--- config.mk ---
export PLATFORM = sky130hd
export DESIGN_NAME = ccs_bank
export DESIGN_NICKNAME = d
export VERILOG_FILES = /design/src/ccs_pkg.sv /design/src/ccs_code_mem.sv /design/src/ccs_bank.sv
export SDC_FILE = /design/constraint.sdc
export NUM_CORES = 1
export LEC_CHECK = 0
export BUFFER_PORTS_ARGS = -buffer_cell sky130_fd_sc_hd__buf_2
export CAP_MARGIN = 20
export CORE_ASPECT_RATIO = 0.75
export CORE_MARGIN = 2
export CORE_UTILIZATION = 53
export CTS_CLUSTER_DIAMETER = 30
export DETAILED_ROUTE_END_ITERATION = 10
export PLACE_DENSITY_LB_ADDON = 0.15
export SYNTH_ARGS = -nofsm -noshare
export SYNTH_HDL_FRONTEND = slang
export SYNTH_SLANG_ARGS = --single-unit
--- constraint.sdc ---
create_clock -name mclk -period 3.71 [get_ports mclk]
set_input_delay 0.742 -clock mclk [delete_from_list [all_inputs] [get_ports mclk]]
set_output_delay 0.742 -clock mclk [all_outputs]
set_load 0.01 [all_outputs]
--- src/ccs_pkg.sv ---
// Package for the channel drive-level register bank (channels d2 to h1).
// Assumes a byte-wide register port with one-cycle strobes.
package ccs_pkg;

  localparam int          CCS_NUM_CH     = 12;
  localparam int          CCS_CODE_W     = 6;
  localparam int          CCS_ADDR_W     = 8;
  localparam int          CCS_DATA_W     = 8;
  localparam int          CCS_IDX_W      = 4;
  localparam logic [7:0]  CCS_OFS_D2     = 8'h5b;
  localparam logic [7:0]  CCS_OFS_E0     = 8'h5c;
  localparam logic [7:0]  CCS_OFS_E1     = 8'h5d;
  localparam logic [7:0]  CCS_OFS_E2     = 8'h5e;
  localparam logic [7:0]  CCS_OFS_F0     = 8'h5f;
  localparam logic [7:0]  CCS_OFS_F1     = 8'h60;
  localparam logic [7:0]  CCS_OFS_F2     = 8'h61;
  localparam logic [7:0]  CCS_OFS_G0     = 8'h62;
  localparam logic [7:0]  CCS_OFS_G1     = 8'h63;
  localparam logic [7:0]  CCS_OFS_G2     = 8'h64;
  localparam logic [7:0]  CCS_OFS_H0     = 8'h65;
  localparam logic [7:0]  CCS_OFS_H1     = 8'h66;
  localparam logic [7:0]  CCS_OFS_FIRST  = CCS_OFS_D2;
  localparam logic [7:0]  CCS_OFS_LAST   = CCS_OFS_H1;
  localparam int          CCS_CODE_LSB   = 0;
  localparam int          CCS_CODE_MSB   = 5;
  localparam logic [1:0]  CCS_RSVD_VAL   = 2'h0;
  localparam logic [7:0]  CCS_UNMAP_VAL  = 8'h00;
  localparam logic [5:0]  CCS_CODE_RST   = 6'h00;
  localparam logic [3:0]  CCS_IDX_RST    = 4'h0;

  typedef struct packed {
    logic [CCS_ADDR_W-1:0] addr;
    logic [CCS_DATA_W-1:0] wdata;
    logic                  wr;
    logic                  rd;
  } ccs_req_t;

  typedef enum logic [1:0] {
    CCS_ST_IDLE = 2'b00,
    CCS_ST_LOAD = 2'b01,
    CCS_ST_RUN  = 2'b11
  } ccs_state_t;

endpackage

--- src/ccs_code_mem.sv ---
// Twelve-entry store of 6-bit drive codes, one write port, registered read,
// and every entry also visible in parallel for the current sources.
// Assumes one clock and a caller that never writes and loads at once.
`timescale 1ns/10ps
module ccs_code_mem #(
  parameter int DEPTH = 12,
  parameter int WIDTH = 6,
  parameter int IDX_W = 4
) (
  input  wire logic                   mclk,
  input  wire logic                   we,
  input  wire logic [IDX_W-1:0]       waddr,
  input  wire logic [WIDTH-1:0]       wdata,
  input  wire logic [IDX_W-1:0]       raddr,
  output logic      [WIDTH-1:0]       rdata,
  output logic      [DEPTH*WIDTH-1:0] all_codes
);

  if (DEPTH > (1 << IDX_W)) begin : g_bad_depth
    $error("ccs_code_mem: index too narrow for depth");
  end

  logic [WIDTH-1:0] mem_reg [DEPTH];

  always_ff @(posedge mclk) begin
    if (we) begin
      mem_reg[waddr] <= wdata;
    end
    rdata <= mem_reg[raddr];
  end

  genvar g;
  generate
    for (g = 0; g < DEPTH; g++) begin : g_out
      assign all_codes[g*WIDTH +: WIDTH] = mem_reg[g];
    end
  endgenerate

endmodule

--- src/ccs_bank.sv ---
// Drive-level register bank for channels d2 to h1 of a 24-channel driver.
// Assumes a same-clock register port (read data one cycle after the read
// strobe) and a nonvolatile store that answers a load index with its code
// on the following cycle.
`timescale 1ns/10ps
module ccs_bank #(
  parameter int NUM_CH = ccs_pkg::CCS_NUM_CH
) (
  input  wire logic                                mclk,
  input  wire logic                                reset,
  input  wire logic [ccs_pkg::CCS_ADDR_W-1:0]      reg_addr,
  input  wire logic [ccs_pkg::CCS_DATA_W-1:0]      reg_wdata,
  input  wire logic                                reg_wr,
  input  wire logic                                reg_rd,
  output logic      [ccs_pkg::CCS_DATA_W-1:0]      reg_rdata,
  output logic      [ccs_pkg::CCS_IDX_W-1:0]       nv_index,
  output logic                                     nv_rd,
  input  wire logic [ccs_pkg::CCS_CODE_W-1:0]      nv_code,
  output logic                                     load_busy,
  output logic [NUM_CH*ccs_pkg::CCS_CODE_W-1:0]    drive_codes
);

  localparam int CW = ccs_pkg::CCS_CODE_W;

  if (NUM_CH != ccs_pkg::CCS_NUM_CH) begin : g_bad_num
    $error("ccs_bank: the map holds exactly twelve channels");
  end

  ccs_pkg::ccs_req_t   req;
  ccs_pkg::ccs_state_t state_reg;
  ccs_pkg::ccs_state_t state_next;
  logic [ccs_pkg::CCS_IDX_W-1:0] idx_reg;
  logic [ccs_pkg::CCS_IDX_W-1:0] idx_next;
  logic                          fill_reg;
  logic [ccs_pkg::CCS_IDX_W-1:0] fill_idx_reg;
  logic                          rd_hit_reg;
  logic                          rd_pend_reg;
  logic [CW-1:0]                 mem_rdata;

  assign req.addr  = reg_addr;
  assign req.wdata = reg_wdata;
  assign req.wr    = reg_wr;
  assign req.rd    = reg_rd;

  // One offset per channel, in drive_codes order. Each slot is matched on
  // its own, so the hit decode does not lean on the map being contiguous.
  localparam logic [7:0] OFS_TABLE [ccs_pkg::CCS_NUM_CH] = '{
    ccs_pkg::CCS_OFS_D2,
    ccs_pkg::CCS_OFS_E0,
    ccs_pkg::CCS_OFS_E1,
    ccs_pkg::CCS_OFS_E2,
    ccs_pkg::CCS_OFS_F0,
    ccs_pkg::CCS_OFS_F1,
    ccs_pkg::CCS_OFS_F2,
    ccs_pkg::CCS_OFS_G0,
    ccs_pkg::CCS_OFS_G1,
    ccs_pkg::CCS_OFS_G2,
    ccs_pkg::CCS_OFS_H0,
    ccs_pkg::CCS_OFS_H1
  };

  wire [NUM_CH-1:0] ch_sel;

  // The write and read index is the offset minus the first one, which is
  // only right while the slots run on without a gap; elaboration stops if
  // the table ever breaks that.
  genvar c;
  generate
    for (c = 0; c < NUM_CH; c++) begin : g_dec
      if (OFS_TABLE[c] != ccs_pkg::CCS_OFS_FIRST + 8'(c)) begin : g_gap
        $error("ccs_bank: drive-level offsets must be consecutive");
      end
      assign ch_sel[c] = (req.addr == OFS_TABLE[c]);
    end
  endgenerate

  wire       addr_hit = |ch_sel;
  wire [7:0] addr_off = req.addr - ccs_pkg::CCS_OFS_FIRST;
  wire [ccs_pkg::CCS_IDX_W-1:0] addr_idx = addr_off[ccs_pkg::CCS_IDX_W-1:0];

  wire run      = (state_reg == ccs_pkg::CCS_ST_RUN);
  wire sw_write = run && req.wr && addr_hit;
  wire [CW-1:0] sw_code =
    req.wdata[ccs_pkg::CCS_CODE_MSB:ccs_pkg::CCS_CODE_LSB];

  // Nonvolatile load walks every channel once after reset; the store's data
  // for index n arrives one cycle after the request and is written then.
  wire last_idx = (idx_reg == ccs_pkg::CCS_IDX_W'(NUM_CH - 1));

  always_comb begin
    state_next = state_reg;
    idx_next   = idx_reg;
    case (state_reg)
      ccs_pkg::CCS_ST_IDLE: begin
        state_next = ccs_pkg::CCS_ST_LOAD;
        idx_next   = ccs_pkg::CCS_IDX_RST;
      end
      ccs_pkg::CCS_ST_LOAD: begin
        if (last_idx) begin
          state_next = ccs_pkg::CCS_ST_RUN;
        end else begin
          idx_next = idx_reg + 4'h1;
        end
      end
      ccs_pkg::CCS_ST_RUN: begin
        state_next = ccs_pkg::CCS_ST_RUN;
      end
      default: begin
        state_next = ccs_pkg::CCS_ST_IDLE;
        idx_next   = ccs_pkg::CCS_IDX_RST;
      end
    endcase
  end

  assign nv_rd     = (state_reg == ccs_pkg::CCS_ST_LOAD);
  assign nv_index  = idx_reg;
  assign load_busy = !run || fill_reg;

  always_ff @(posedge mclk) begin
    if (reset) begin
      state_reg    <= ccs_pkg::CCS_ST_IDLE;
      idx_reg      <= ccs_pkg::CCS_IDX_RST;
      fill_reg     <= 1'b0;
      fill_idx_reg <= ccs_pkg::CCS_IDX_RST;
    end else begin
      state_reg    <= state_next;
      idx_reg      <= idx_next;
      fill_reg     <= nv_rd;
      fill_idx_reg <= idx_reg;
    end
  end

  // The last load write lands in the first run cycle; a software write in
  // that same cycle to any channel is dropped, so software wins only
  // once the fill is done.
  wire          mem_we    = fill_reg || (sw_write && !fill_reg);
  wire [3:0]    mem_waddr = fill_reg ? fill_idx_reg : addr_idx;
  wire [CW-1:0] mem_wdata = fill_reg ? nv_code : sw_code;

  ccs_code_mem #(
    .DEPTH (NUM_CH),
    .WIDTH (CW),
    .IDX_W (ccs_pkg::CCS_IDX_W)
  ) u_mem (
    .mclk      (mclk),
    .we        (mem_we),
    .waddr     (mem_waddr),
    .wdata     (mem_wdata),
    .raddr     (addr_idx),
    .rdata     (mem_rdata),
    .all_codes (drive_codes)
  );

  // Read data shows only in the cycle after a mapped read and is zero
  // otherwise, so an unknown word behind an unmapped index never leaks.
  always_ff @(posedge mclk) begin
    if (reset) begin
      rd_pend_reg <= 1'b0;
      rd_hit_reg  <= 1'b0;
    end else begin
      rd_pend_reg <= req.rd;
      rd_hit_reg  <= req.rd && addr_hit;
    end
  end

  assign reg_rdata = (rd_pend_reg && rd_hit_reg) ?
                     {ccs_pkg::CCS_RSVD_VAL, mem_rdata} :
                     ccs_pkg::CCS_UNMAP_VAL;

endmodule

==> flow_metrics.py <==
metrics = {
    "setup_path": {
        "critical_path_required_ns": 3.74,
        "crit_slowest_cell": "sky130_fd_sc_hd__nor3_1",
        "criticalPathCategory": "in2reg",
        "timing.reg2reg.worst_path_depth": 4,
        "register_to_register_setup_slack_ns": 1.33,
        "setup.worst_path.start": "reg_addr[1]",
        "reg2reg_from": "fill_reg$_SDFF_PP0_",
        "crit_path_start_kind": "input pin",
        "cpPeakStageDelay_ns": 0.82,
        "cp-end-kind": "flop",
        "largest_fanout_of_any_net_on_the_critical_path": 8,
        "crit_arrival_ns": 2.95,
        "critical_path.endpoint": "u_mem.mem_reg[4][2]$_DFFE_PP_",
        "cell_chain_of_the_critical_path": "buf_2 -> ha_1 -> nor2_1 -> or3b_1 -> a221oi_2 -> a21oi_2 -> nor3_1",
        "worst_r2r_endpoint": "u_mem.mem_reg[4][2]$_DFFE_PP_",
    },
    "placed_design": {
        "gp_congestion": 0.854,
        "postPlaceCellArea_mm2": 0.00545,
        "pre_cts_ws_ns": 0.357,
        "port_buffers": 107,
        "dp_hpwl_um": 7870,
    },
    "floorplanning": {
        "die-width_um": 114,
        "placementRows": 30,
        "ioPinCount": 112,
        "design.die.area_mm2": 0.00983,
        "start_util_pct": 53.7,
        "core-area_mm2": 0.00893,
        "die_h_um": 86.4,
    },
    "logic_synthesis": {
        "synth_simple_gate_area_share_pct": 11.9,
        "sequential_cell_area_fraction_in_the_yosys_report_pct": 68.1,
        "yosysWarningCount": 0,
        "post_synth_xor_area_fraction_pct": 0.548,
        "synth_edf_count": 96,
        "synth_mux_area_share_pct": 10.2,
        "synthDistinctLibCells": 42,
        "asyncSetResetFlopFracSynth_pct": 0,
        "yosys_most_used_dff": "sky130_fd_sc_hd__edfxtp_1",
        "post_synth_inst_count": 331,
        "postSynthAreaPerCell_um2": 14.5,
        "post_synth_instance_area_mm2": 0.00479,
        "synth_fa_ha_area_share_pct": 1.57,
        "synth-seq-cells": 115,
        "largest_family_of_logic_cells_by_synthesized_area": "simple AND/OR/NAND/NOR gates",
        "synth_compound_gate_area_share_pct": 5.27,
    },
    "clock_network": {
        "clk_path_buf_depth": 2,
        "cts.hold.buffers_added": 0,
        "tritoncts_num_sinks": 115,
        "clock_tree.root_cell": "sky130_fd_sc_hd__clkbuf_16",
        "cts.htree.levels": 4,
        "numCtsBuffers": 17,
        "clk_pin_slew_ns": 0.05,
        "post_cts.repair.setup_buffers": 0,
        "post_cts_resized": 0,
        "tritoncts": "yes",
        "clock_latency_ns": 0.41,
    },
    "layout": {
        "final_common_cell": "sky130_fd_sc_hd__buf_2",
        "share_of_layout_cells_above_drive_strength_1_pct": 37.1,
        "layout-area-overhead-vs-synth_pct": 25.1,
        "layout.cell_area.non_filler_mm2": 0.00600,
        "largest_register_ff_count": 96,
        "finalCoreUtilization_pct": 67.1,
        "layout_common_cells": "sky130_fd_sc_hd__buf_2 (107), sky130_fd_sc_hd__edfxtp_1 (96), sky130_fd_sc_hd__nand2_1 (45)",
        "antenna_cells_inserted": 0,
        "finalNetCount": 483,
    },
    "sta": {
        "fin_worst_skew_ns": 0.00705,
        "maxSlewViolCount": 0,
        "timing.setup.tns_ns": 0,
        "tightestPinTransition_ns": 0.983,
        "max-slew-margin-rel_pct": 34.0,
        "finalCriticalPeriod_ns": 2.92,
        "finalCritPeriodShare_pct": 78.8,
        "timing.fmax_mhz": 342,
        "final-setup-viol-count": 0,
        "postLayoutSetupSlackWorst_ns": 0.788,
        "hold_viol": 0,
        "grt_setup_unrepaired": "no",
    },
    "detailed_routing": {
        "drt_wl_total_um": 11600,
        "vias_per_std_cell": 5.73,
        "postRouteAntennaNets": 0,
        "drt_first_iter_violations": 295,
        "vias": 3299,
        "route.detailed.wl_per_inst_um": 20.2,
        "drt_pre_antenna_iters": 5,
        "post-route-drc-count": 0,
    },
    "power_and_ir_drop": {
        "total_power_uw": 3180,
        "leakagePower_uw": 0.00237,
        "ir_drop_uv": 378,
        "power_density_mw_per_mm2": 531,
    },
    "global_routing": {
        "grt_util_met3_pct": 5.94,
        "global_route_wire_length_before_repair_um": 17400,
        "grt-ovfl-total": 0,
        "grt_pass1_vias": 3112,
        "antenna_found_initial": 0,
        "global_route.usage.met2_pct": 38.8,
        "grt_util_all_layers_pct": 24.8,
        "grt.met1_usage_pct": 34.8,
        "grt_start_max_net_pins": 21,
        "top_usage_layer": "met2",
    },
    "job": {
        "max_cap_viol_count": 0,
    },
    "outcome": {
        "status": "completed",
    },
    "min_path": {
        "timing.hold.worst.class": "reg2reg",
    },
}
layout make-up:
type / count / area, µm²
Timing Repair Buffer: 115 / 596
Clock inverter: 8 / 50.0
Clock buffer: 24 / 503
Tap cell: 112 / 140
Inverter: 7 / 26.3
Sequential cell: 115 / 3260
Fill cell: 663 / 2940
Multi-Input combinational cell: 195 / 1420
cells in the mapped netlist, drive strengths merged (6+ instances only):
library cell,n,share of area (%)
a221oi,7,1.4
a31oi,6,0.78
a32o,6,1.3
and3,7,0.91
buf,11,1.5
dfxtp,19,7.9
edfxtp,96,60
ha,6,1.6
inv,7,0.55
mux2,6,1.4
mux2i,15,3.1
mux4,12,5.6
nand2,45,3.5
nand3,12,1.3
nor2,25,2.1
nor2b,9,1.2
nor3,9,0.94
where the power goes:
group,total (µW),leakage [µW],internal (µW),switching [µW]
sequential,1450,0.00102,1430,14.5
clock,1500,0.000271,941,558
combinational,236,0.00108,89.6,147
logic make-up after synthesis:
| family | after synthesis |
|---|---|
| AND/OR/NAND/NOR | 119 |
| buffers and inverters | 22 |
| flip-flops | 115 |
| AO/OA/AOI/OAI | 32 |
| XOR/XNOR | 3 |
| multiplexers | 33 |
| adder cells (fa/ha/maj) | 6 |
| other | 1 |
routing by layer:
layer,wire length (µm),vias up
li1,-,1494
met1,5160,1657
met2,5610,133
met3,741,15
met4,136,0
met5,0,-
how the worst min path moves through the flow:
stage	from	to	slack [ns]	cells after the start
6_report	state_reg[0]$_SDFFE_PP0P_	state_reg[0]$_SDFFE_PP0P_	0.50	2
5_1_grt	state_reg[0]$_SDFFE_PP0P_	state_reg[0]$_SDFFE_PP0P_	0.54	2
4_1_cts	state_reg[0]$_SDFFE_PP0P_	state_reg[0]$_SDFFE_PP0P_	0.49	2
3_5_place_dp	state_reg[0]$_SDFFE_PP0P_	state_reg[0]$_SDFFE_PP0P_	0.48	2
3_3_place_gp	state_reg[0]$_SDFFE_PP0P_	state_reg[0]$_SDFFE_PP0P_	0.48	2
2_1_floorplan	state_reg[0]$_SDFFE_PP0P_	state_reg[0]$_SDFFE_PP0P_	0.45	2
per-stage QoR:
step | hold WS, ns | std cells
floorplan | 0.454 | 332
global placement | 0.477 | 544
detailed placement | 0.483 | 544
finish | 0.499 | 576
global route | 0.536 | 576
CTS | 0.492 | 576
worst max-delay path: cells and delay by family:
| kind | cells | cell delay (ns) |
|---|---|---|
| adder cells (fa/ha/maj) | 1 | 0.26 |
| AND/OR/NAND/NOR | 3 | 1.27 |
| AO/OA/AOI/OAI | 2 | 0.52 |
| buffers and inverters | 1 | 0.15 |
Note: power is estimated with default switching activity, not from simulation.
